**config.mk**
```make
export PLATFORM = sky130hd
export DESIGN_NAME = chs_top
export DESIGN_NICKNAME = d
export VERILOG_FILES = /design/src/rtl/chs_pkg.sv /design/src/rtl/chs_i2c.sv /design/src/rtl/chs_top.sv
export VERILOG_INCLUDE_DIRS = /design/src /design/src/rtl
export SDC_FILE = /design/constraint.sdc
export NUM_CORES = 1
export LEC_CHECK = 0
export BUFFER_PORTS_ARGS = -buffer_cell sky130_fd_sc_hd__buf_4
export CAP_MARGIN = 0
export CORE_ASPECT_RATIO = 1.75
export CORE_MARGIN = 4
export CORE_UTILIZATION = 50
export CTS_CLUSTER_DIAMETER = 150
export DETAILED_ROUTE_END_ITERATION = 12
export PLACE_DENSITY = 0.68
export SYNTH_ARGS = -nofsm -noshare
export SYNTH_HDL_FRONTEND = slang
export SYNTH_SLANG_ARGS = --single-unit
```
**constraint.sdc**
```tcl
create_clock -name CLK -period 6.5 [get_ports CLK]
set_input_delay 0.325 -clock CLK [delete_from_list [all_inputs] [get_ports CLK]]
set_output_delay 0.325 -clock CLK [all_outputs]
set_load 0.01 [all_outputs]
```
**src/rtl/chs_defines.svh**
```systemverilog
// offsets, field positions, reset values and timing counts of the charger sequencer
// assumes CLK at 125 MHz and a host on the two-wire serial bus
`ifndef CHS_DEFINES_SVH
`define CHS_DEFINES_SVH
`define CHS_CLK_MHZ      125
`define CHS_T_VALID_MS   30
`define CHS_VALID_CYC    (`CHS_T_VALID_MS * `CHS_CLK_MHZ * 1000)
`define CHS_T_WDOG_S     32
`define CHS_WDOG_CYC     (64'(`CHS_T_WDOG_S) * 64'd1000000 * 64'(`CHS_CLK_MHZ))
`define CHS_T_UNATT_MIN  15
`define CHS_UNATT_CYC    (64'(`CHS_T_UNATT_MIN) * 64'd60000000 * 64'(`CHS_CLK_MHZ))
`define CHS_T_STAT_US    128
`define CHS_STAT_CYC     (`CHS_T_STAT_US * `CHS_CLK_MHZ)
`define CHS_RAMP_CYC     10'h3E8
`define CHS_I2C_ADDR     7'h55
`define CHS_REG_CTRL     8'h00
`define CHS_REG_LIM      8'h01
`define CHS_REG_VOREG    8'h02
`define CHS_REG_ICHG     8'h04
`define CHS_REG_HOLD     8'h05
`define CHS_REG_CEIL     8'h06
`define CHS_B_WDRST      7
`define CHS_B_CE         2
`define CHS_B_HFLAG      4
`define CHS_F_ILIM       7:6
`define CHS_F_VOREG      7:2
`define CHS_F_ICHG       6:4
`define CHS_F_HSEL       2:0
`define CHS_F_CI         6:4
`define CHS_F_CV         3:0
`define CHS_RST_ILIM     2'h0
`define CHS_RST_VOREG    6'h02
`define CHS_RST_ICHG     3'h0
`define CHS_RST_HSEL     3'h0
`define CHS_RST_CEIL     8'h00
`define CHS_VCEIL_BASE   6'h23
`define CHS_VCEIL_TOP    6'h2F
`define CHS_VCEIL_SAT    4'hC
`define CHS_FLT_OVP      3'h1
`define CHS_FLT_TSHUT    3'h5
`define CHS_FLT_TMR      3'h6
`endif

```
**src/rtl/chs_pkg.sv**
```systemverilog
// types shared by the charger sequencer and its serial slave
// assumes nothing beyond the constants header
package chs_pkg;
   typedef enum logic [1:0] {ST_NOPWR, ST_VALID, ST_CHARGE, ST_STOP} chs_st_t;
   typedef enum logic [2:0] {IS_IDLE, IS_ADDR, IS_RX, IS_ACK, IS_TX, IS_MACK} chs_ist_t;
   typedef struct packed {
      logic supply_min;
      logic supply_ovp;
      logic host_mode;
      logic vbat_short;
      logic foldback;
      logic tshut;
      logic holdup;
      logic recharge;
   } chs_pins_t;
   typedef struct packed {
      logic       wr;
      logic [7:0] addr;
      logic [7:0] data;
   } chs_wr_t;
   typedef struct packed {
      logic       load;
      logic       chg;
      logic [1:0] ilim;
      logic       fold;
      logic [2:0] icode;
      logic [5:0] vcode;
      logic [2:0] hsel;
      logic       stat;
   } chs_ctl_t;
endpackage

```
**src/rtl/chs_i2c.sv**
```systemverilog
// two-wire serial slave: pointer byte, then auto-incrementing data bytes
// assumes raw scl and sda pins; rdata answers raddr in the same cycle
`timescale 1ns/1ps
`include "chs_defines.svh"
module chs_i2c (
   input  wire logic             clk,
   input  wire logic             reset,
   input  wire logic             scl,
   input  wire logic             sda_i,
   output logic                  sda_oe,
   output chs_pkg::chs_wr_t      wr,
   output logic [7:0]            raddr,
   input  wire logic [7:0]       rdata
);
   import chs_pkg::*;
   typedef struct packed {
      logic [1:0] c1;
      logic [1:0] c2;
      logic [1:0] c3;
      chs_ist_t   st;
      logic [3:0] bc;
      logic [7:0] sh;
      logic [7:0] ptr;
      logic       first;
      logic       rw;
      logic       nack;
      logic       oe;
      chs_wr_t    wr;
   } chs_i2c_t;
   chs_i2c_t s;
   chs_i2c_t n;
   logic     rise;
   logic     fall;
   logic     start;
   logic     stop;
   // edges only from the second stage and its delayed copy
   assign rise  = s.c2[1] & ~s.c3[1];
   assign fall  = ~s.c2[1] & s.c3[1];
   assign start = s.c2[1] & s.c3[1] & ~s.c2[0] & s.c3[0];
   assign stop  = s.c2[1] & s.c3[1] & s.c2[0] & ~s.c3[0];
   always_comb begin
      n = s;
      n.c1 = {scl, sda_i};
      n.c2 = s.c1;
      n.c3 = s.c2;
      n.wr.wr = 1'h0;
      if (start) begin
         n.st = IS_ADDR;
         n.bc = 4'h0;
         n.first = 1'h1;
         n.oe = 1'h0;
      end else if (stop) begin
         n.st = IS_IDLE;
         n.oe = 1'h0;
      end else begin
         case (s.st)
            IS_ADDR, IS_RX: begin
               if (rise) begin
                  n.sh = {s.sh[6:0], s.c2[0]};
                  n.bc = s.bc + 4'h1;
               end else if (fall && s.bc == 4'h8) begin
                  n.bc = 4'h0;
                  if (s.st == IS_ADDR) begin
                     if (s.sh[7:1] == `CHS_I2C_ADDR) begin
                        n.st = IS_ACK;
                        n.oe = 1'h1;
                        n.rw = s.sh[0];
                     end else begin
                        n.st = IS_IDLE;
                     end
                  end else begin
                     n.st = IS_ACK;
                     n.oe = 1'h1;
                     n.first = 1'h0;
                     if (s.first) begin
                        n.ptr = s.sh;
                     end else begin
                        n.wr = '{wr: 1'h1, addr: s.ptr, data: s.sh};
                        n.ptr = s.ptr + 8'h1;
                     end
                  end
               end
            end
            IS_ACK, IS_MACK: begin
               if (rise && s.st == IS_MACK) begin
                  n.nack = s.c2[0];
               end else if (fall) begin
                  if (s.st == IS_MACK && s.nack) begin
                     n.st = IS_IDLE;
                  end else if (s.rw) begin
                     n.sh = rdata;
                     n.oe = ~rdata[7];
                     n.ptr = s.ptr + 8'h1;
                     n.st = IS_TX;
                  end else begin
                     n.oe = 1'h0;
                     n.st = IS_RX;
                  end
               end
            end
            IS_TX: begin
               if (fall) begin
                  if (s.bc == 4'h7) begin
                     n.oe = 1'h0;
                     n.bc = 4'h0;
                     n.st = IS_MACK;
                  end else begin
                     n.sh = {s.sh[6:0], 1'h0};
                     n.oe = ~s.sh[6];
                     n.bc = s.bc + 4'h1;
                  end
               end
            end
            default: begin
            end
         endcase
      end
   end
   always_ff @(posedge clk) begin
      if (reset) begin
         s <= '0;
         s.c1 <= 2'h3;
         s.c2 <= 2'h3;
         s.c3 <= 2'h3;
      end else begin
         s <= n;
      end
   end
   assign sda_oe = s.oe;
   assign wr     = s.wr;
   assign raddr  = s.ptr;
endmodule

```
**src/rtl/chs_top.sv**
```systemverilog
// charger safety sequencer: supply validation, host timers, limits and ceiling
// assumes analog comparators on PINS and a host on the two-wire bus
`timescale 1ns/1ps
`include "chs_defines.svh"
module chs_top #(
   parameter logic [21:0] P_VALID_CYC = 22'(`CHS_VALID_CYC),
   parameter logic [31:0] P_WDOG_CYC  = 32'(`CHS_WDOG_CYC),
   parameter logic [36:0] P_UNATT_CYC = 37'(`CHS_UNATT_CYC),
   parameter logic [13:0] P_STAT_CYC  = 14'(`CHS_STAT_CYC)
) (
   input  wire logic               CLK,
   input  wire logic               RESET,
   input  wire chs_pkg::chs_pins_t PINS,
   input  wire logic               SCL,
   input  wire logic               SDA_I,
   output logic                    SDA_O,
   output logic                    SDA_OE,
   output chs_pkg::chs_ctl_t       CTL
);
   import chs_pkg::*;
   typedef struct packed {
      chs_pins_t   p1;
      chs_pins_t   p2;
      chs_pins_t   pp;
      chs_st_t     st;
      logic [21:0] vcnt;
      logic [31:0] wcnt;
      logic [36:0] ucnt;
      logic        wrun;
      logic        urun;
      logic        anywr;
      logic        lock;
      logic        cetmr;
      logic [1:0]  input_current_limit_sel;
      logic        ce;
      logic [5:0]  fvc;
      logic [2:0]  icc;
      logic [2:0]  hsel;
      logic [2:0]  fault;
      logic [7:0]  ceil;
      logic [13:0] scnt;
      logic [9:0]  rcnt;
      chs_ctl_t    ctl;
   } chs_main_t;
   chs_main_t  s;
   chs_main_t  n;
   chs_pins_t  pin;
   chs_pins_t  prv;
   chs_wr_t    w;
   logic [7:0] raddr;
   logic [7:0] rdat;
   logic [2:0] tgt;

   function automatic logic [5:0] vtop(input logic [3:0] c);
      vtop = (c >= `CHS_VCEIL_SAT) ? `CHS_VCEIL_TOP : 6'(`CHS_VCEIL_BASE + 6'(c));
   endfunction
   function automatic logic [5:0] vlim(input logic [5:0] v, input logic [3:0] c);
      vlim = (v > vtop(c)) ? vtop(c) : v;
   endfunction
   function automatic logic [2:0] ilim(input logic [2:0] v, input logic [2:0] c);
      ilim = (v > c) ? c : v;
   endfunction

   chs_i2c u_i2c (
      .clk    (CLK),
      .reset  (RESET),
      .scl    (SCL),
      .sda_i  (SDA_I),
      .sda_oe (SDA_OE),
      .wr     (w),
      .raddr  (raddr),
      .rdata  (rdat)
   );

   // pins are only read after both sync stages
   assign pin = s.p2;
   assign prv = s.pp;
   // foldback forces the lowest current code, which is the reduced level
   assign tgt = pin.foldback ? 3'h0 : ilim(s.icc, s.ceil[`CHS_F_CI]);

   always_comb begin
      n = s;
      n.p1 = PINS;
      n.p2 = s.p1;
      n.pp = s.p2;
      if (s.scnt != 14'h0) begin
         n.scnt = s.scnt - 14'h1;
      end
      if (!pin.tshut) begin
         case (s.st)
            ST_NOPWR: begin
               if (pin.supply_min) begin
                  n.st = ST_VALID;
                  n.vcnt = 22'h0;
                  if (s.cetmr) begin // supply reset frees a timer-set disable
                     n.ce = 1'h0;
                     n.cetmr = 1'h0;
                  end
               end
            end
            ST_VALID: begin
               if (!pin.supply_min) begin
                  n.st = ST_NOPWR;
               end else if (pin.supply_ovp) begin
                  n.vcnt = 22'h0;
               end else if (s.vcnt == P_VALID_CYC - 22'h1) begin
                  n.vcnt = 22'h0;
                  n.st = ST_CHARGE;
                  if (!s.wrun) begin
                     n.urun = 1'h1;
                     n.ucnt = 37'h0;
                  end
               end else begin
                  n.vcnt = s.vcnt + 22'h1;
               end
            end
            ST_CHARGE: begin
               if (!pin.supply_min) begin
                  n.st = ST_NOPWR;
               end else if (pin.supply_ovp) begin
                  n.st = ST_VALID;
                  n.vcnt = 22'h0;
                  n.fault = `CHS_FLT_OVP;
                  n.scnt = P_STAT_CYC;
               end else if (pin.recharge && !prv.recharge) begin
                  n.st = ST_VALID;
                  n.vcnt = 22'h0;
               end else if (s.ce) begin
                  n.st = ST_STOP;
               end
            end
            default: begin
               if (!pin.supply_min) begin
                  n.st = ST_NOPWR;
               end else if (!s.ce) begin
                  n.st = ST_VALID;
                  n.vcnt = 22'h0;
               end
            end
         endcase
         // watchdog keeps running while charging is disabled
         if (s.wrun) begin
            if (s.wcnt == P_WDOG_CYC - 32'h1) begin
               n.wrun = 1'h0;
               n.input_current_limit_sel = `CHS_RST_ILIM;
               n.ce = 1'h0;
               n.cetmr = 1'h0;
               n.fvc = `CHS_RST_VOREG;
               n.icc = `CHS_RST_ICHG;
               n.hsel = `CHS_RST_HSEL;
               n.fault = `CHS_FLT_TMR;
               n.scnt = P_STAT_CYC;
               n.urun = 1'h1;
               n.ucnt = 37'h0;
               if (s.st == ST_CHARGE) begin
                  n.st = ST_VALID;
                  n.vcnt = 22'h0;
               end
            end else begin
               n.wcnt = s.wcnt + 32'h1;
            end
         end
         if (s.urun && s.st == ST_CHARGE) begin
            if (s.ucnt == P_UNATT_CYC - 37'h1) begin
               n.urun = 1'h0;
               n.ce = 1'h1;
               n.cetmr = 1'h1;
               n.fault = `CHS_FLT_TMR;
               n.scnt = P_STAT_CYC;
               n.st = ST_STOP;
            end else begin
               n.ucnt = s.ucnt + 37'h1;
            end
         end
         if (pin.vbat_short && !prv.vbat_short) begin
            n.ceil = `CHS_RST_CEIL;
         end
         if (!pin.vbat_short) begin
            n.lock = 1'h0;
         end
         // writes come last so a write wins over timer events in the same cycle
         if (w.wr) begin
            n.anywr = 1'h1;
            if (w.addr != `CHS_REG_CEIL) begin
               n.lock = 1'h1;
            end
            n.urun = 1'h0;
            n.ucnt = 37'h0;
            if (!n.wrun) begin
               n.wrun = 1'h1;
               n.wcnt = 32'h0;
            end
            if (s.cetmr) begin
               n.ce = 1'h0;
               n.cetmr = 1'h0;
            end
            if (w.addr == `CHS_REG_CTRL) begin
               if (w.data[`CHS_B_WDRST]) begin
                  n.wcnt = 32'h0;
               end
            end else if (w.addr == `CHS_REG_LIM) begin
               n.input_current_limit_sel = w.data[`CHS_F_ILIM];
               n.ce = w.data[`CHS_B_CE];
            end else if (w.addr == `CHS_REG_VOREG) begin
               n.fvc = vlim(w.data[`CHS_F_VOREG], s.ceil[`CHS_F_CV]);
            end else if (w.addr == `CHS_REG_ICHG) begin
               n.icc = ilim(w.data[`CHS_F_ICHG], s.ceil[`CHS_F_CI]);
            end else if (w.addr == `CHS_REG_HOLD) begin
               n.hsel = w.data[`CHS_F_HSEL];
            end else if (w.addr == `CHS_REG_CEIL && !s.lock) begin
               n.ceil = w.data;
            end
         end
         // slow ramp; holds while the hold-up loop pulls the supply down
         if (!(n.st == ST_CHARGE && !n.ce)) begin
            n.ctl.icode = 3'h0;
            n.rcnt = 10'h0;
         end else if (s.ctl.icode > tgt) begin
            n.ctl.icode = tgt;
         end else if (s.ctl.icode < tgt && !pin.holdup) begin
            if (s.rcnt == `CHS_RAMP_CYC - 10'h1) begin
               n.ctl.icode = s.ctl.icode + 3'h1;
               n.rcnt = 10'h0;
            end else begin
               n.rcnt = s.rcnt + 10'h1;
            end
         end
      end else if (!prv.tshut) begin
         n.fault = `CHS_FLT_TSHUT;
         n.scnt = P_STAT_CYC;
      end
      // suspend: all above except the sync stages, the status count and the fault code is frozen, only charging is cut
      n.ctl.load = (n.st == ST_VALID);
      n.ctl.chg = (n.st == ST_CHARGE) && !n.ce && !pin.tshut;
      n.ctl.ilim = (!n.anywr || n.urun) ? {1'h0, pin.host_mode} : n.input_current_limit_sel;
      n.ctl.fold = pin.foldback;
      n.ctl.vcode = vlim(n.fvc, n.ceil[`CHS_F_CV]);
      n.ctl.hsel = n.hsel;
      n.ctl.stat = (n.scnt != 14'h0);
   end

   always_comb begin
      rdat = 8'h00;
      if (raddr == `CHS_REG_CTRL) begin
         rdat = {5'h00, s.fault};
      end else if (raddr == `CHS_REG_LIM) begin
         rdat = {s.input_current_limit_sel, 3'h0, s.ce, 2'h0};
      end else if (raddr == `CHS_REG_VOREG) begin
         rdat = {s.fvc, 2'h0};
      end else if (raddr == `CHS_REG_ICHG) begin
         rdat = {1'h0, s.icc, 4'h0};
      end else if (raddr == `CHS_REG_HOLD) begin
         rdat = {3'h0, pin.holdup, 1'h0, s.hsel};
      end else if (raddr == `CHS_REG_CEIL) begin
         rdat = s.ceil;
      end
   end

   always_ff @(posedge CLK) begin
      if (RESET) begin
         s <= '0; // all timers clear on supply reset
         s.input_current_limit_sel <= `CHS_RST_ILIM;
         s.fvc <= `CHS_RST_VOREG;
         s.icc <= `CHS_RST_ICHG;
         s.hsel <= `CHS_RST_HSEL;
         s.ceil <= `CHS_RST_CEIL;
         s.ctl.vcode <= `CHS_RST_VOREG;
      end else begin
         s <= n;
      end
   end

   // open drain: the slave only ever pulls low
   assign SDA_O = 1'h0;
   assign CTL   = s.ctl;
endmodule

```
==> summary.md <==
| Metric | Value |
|---|---|
| Yosys top cell area share | `36.82%` |
| Cell count after synthesis | `1589` |
| Final ANT Viol Nets | `0` |
| R2R depth | `15` |
| Core ar. | `0.02472 sq mm` |
| Relative slew margins | `23.30%` |
| Die W | `128.1 microns` |
| Syn-to-layout area delta | `8.461%` |
| First-pass iteration count of the detailed router | `6` |
| Worst R2R End | `CTL[12]` |
| Grt met3 use | `2.764%` |
| Most frequent cells in the layout | `dfxtp_1, nand2_1, nor2_1, a21oi_1, o21ai_0` |
| Dpl cells | `1849` |
| Avg Inst Size Synth | `7.939 sq um` |
| Max_cap viols | `0` |
| Commonest non-fill, non-tap cell in the layout | `dfxtp_1` |
| GRT overflow | `0` |
| Maximum VDD drop | `0.2032 mV` |
| H-tree depth | `1` |
| Starting Density | `51.02%` |
| FMAX | `0.2533 GHz` |
| Layout Cells excl Fill | `1892` |
| Area after DPL | `0.01285 sq mm` |
| Post-Synthesis Cell Area | `0.01261 sq mm` |
| Synth area leaders | `dfxtp_1, nand2_1, nor2_1, a21oi_1, o21ai_0` |
| N_diodes | `0` |
| HPWL Detailed | `23960 microns` |
| Die Ht | `218.1 microns` |
| Met1 GRT Util | `25.59%` |
| Final Hold Viols | `0` |
| Global-route wire length before repair | `54970 microns` |
| Post-CTS setup buffer count | `0` |
| Design area | `0.01368 sq mm` |
| Status | `finished, final reports clean` |
| Crit path launch type | `flip-flop` |
| Primary FF master, synth | `dfxtp_1` |
| Area leader, netlist | `dfxtp_1` |
| Total routed wirelength | `33260 microns` |
| Total GRT Usage | `23.61%` |
| Sequential cell area | `0.004646 sq mm` |
| Synthesis Warnings | `0` |
| Post-synth EDFFs | `0` |
| Via/cell ratio | `6.115` |
| FFs w/ async S/R, synth | `0%` |
| Antenna violations before repair | `0` |
| Power per cell area | `236.3 mW/mm^2` |
| Largest net degree at the start of global routing | `87` |
| Final Cycle Share | `60.74%` |
| Clock Skews | `11.06 ps` |
| Worst Path Class, Setup | `reg2reg` |
| Final Max Tran Viols | `0` |
| Worst-path clk slew | `70 ps` |
| GR peak layer | `met2` |
| Final Setup Violations | `0` |
| HP Class | `in2reg` |
| Critical Path Sink Type | `flip-flop` |
| Clk_lat worst skew | `520 ps` |
| Post-layout net count | `1609` |
| Max FO, Critical Path | `9` |
| RSZ-0062 raised after global routing | `no` |
| Hold EP | `n[174]` |
| Min Clock Period, post-route | `3948 ps` |
| Sequential share of the synthesized area | `36.82%` |
| Area of the multi-input gates | `0.007338 sq mm` |
| Tot Pwr | `3233 uW` |
| Post-CTS sizing | `0` |
| Hold Path Cell Cnt | `2` |
| Pleak | `0.004807 uW` |
| Cell row count | `76` |
| Initial DRC Count | `836` |
| CTS root buffer | `clkbuf_16` |
| WHS | `24.08 ps` |
| Worst r2r src | `s[47]` |
| Critical Path AT | `4370 ps` |
| Vias | `11570` |
| Clock Sinks | `232` |
| Die area | `0.02793 sq mm` |
| TritonCTS clock tree | `yes` |
| Share of cells above drive strength 1 | `6.835%` |
| Filler instances | `2375` |
| CTS max path bufs | `3` |
| R2R setup slack | `2550 ps` |
| Top Ports | `32` |
| IO Port Bufs | `30` |
| CP required | `6920 ps` |
| DR DRC count | `0` |
| Vias in the first global route | `11260` |
| Met2 Use GR | `44.96%` |
| Cell variety after synth | `84` |
| Hold wc startpoint | `PINS[0]` |
| #FFs+latches synth | `232` |
| Setup_tns | `0 ps` |
| Slew @ Worst Pin | `1143 ps` |
| Gpl congestion | `0.9430` |
| TritonCTS Buffers | `22` |
| Synth Net Count | `1632` |
| DR WL/cell | `17.58 microns` |
==> how the worst max path moves through the flow <==
stage / start / endpoint / cells past startpoint
floorplan: s[47] / s[27] / 16
global placement: s[47] / CTL[12] / 15
detailed placement: s[47] / CTL[12] / 15
CTS: s[47] / CTL[12] / 15
global route: s[47] / CTL[12] / 15
finish: s[47] / CTL[12] / 15
==> what timing repair did <==
| item | CTS | global route |
|---|---|---|
| endpoints found under the setup margin | 0 | 0 |
| hold endpoints to repair | 5 | 0 |
| hold buffers | 5 | 0 |
==> flip-flops by register name, summed over array words and instances, names as in the netlist <==
register / cells
CTL: 18
n: 16
prv: 3
s: 145
u_i2c.n: 4
u_i2c.raddr: 8
u_i2c.s: 20
u_i2c.sda_oe: 1
u_i2c.wr: 17
==> cell families after synthesis <==
kind of cell,share of synthesized area (%)
xor+xnor,3.333
simple gates,29.55
compound gates,18.73
fa+ha+maj,3.075
buf+inv,5.088
mux,3.382
flops,36.82
other cells,0.02973
==> cell type report <==
type,count,area share [%]
repair buffers,42,2.396
well taps,312,2.853
clock buffers,32,5.039
inverters,54,1.481
clock inverters,6,0.6401
flip-flops and latches,232,33.96
multi-input cells,1214,53.64
==> synthesized netlist by cell type, drive strengths merged, types with 37 or more instances <==
| master | n |
|---|---|
| a21oi | 99 |
| a31oi | 41 |
| clkbuf | 53 |
| dfxtp | 232 |
| inv | 53 |
| mux2i | 37 |
| nand2 | 173 |
| nand3 | 75 |
| nand4 | 41 |
| nor2 | 171 |
| nor2b | 38 |
| nor3 | 41 |
| o21ai | 85 |
==> worst max-delay path, stage by stage, from the launching register on <==
cell and delay [ps]:
dfxtp_1 400, inv_1 90, ha_1 300, nor2b_1 120, o21ai_0 80, a32oi_1 380, mux2i_1 130, or2_2 310
ha_1 310, and3b_1 230, nor3_1 630, and3_1 340, a21oi_1 90, a31oi_1 160, o22ai_1 90, a22o_1 190
==> through the flow <==
stage	utilization, %	setup WS (ps)
after global routing	55.34	2203
after CTS	55.34	2537
after floorplan	-	3050
after detailed placement	51.99	2562
final	55.34	2552
after global placement	51.99	2601
==> where the power goes <==
group / switching (uW) / total, uW / internal [uW]
Combinational: 198 / 337 / 139
Clock: 571 / 1380 / 814
Sequential: 48.4 / 1510 / 1460
Total: 817 / 3230 / 2420
==> routing by layer <==
metal,up-vias,share of wire (%)
met2,296,53
li1,5686,-
met1,5491,39
met3,96,4.0
met5,-,0
met4,0,4.2
(Power assumes the default switching activity.)
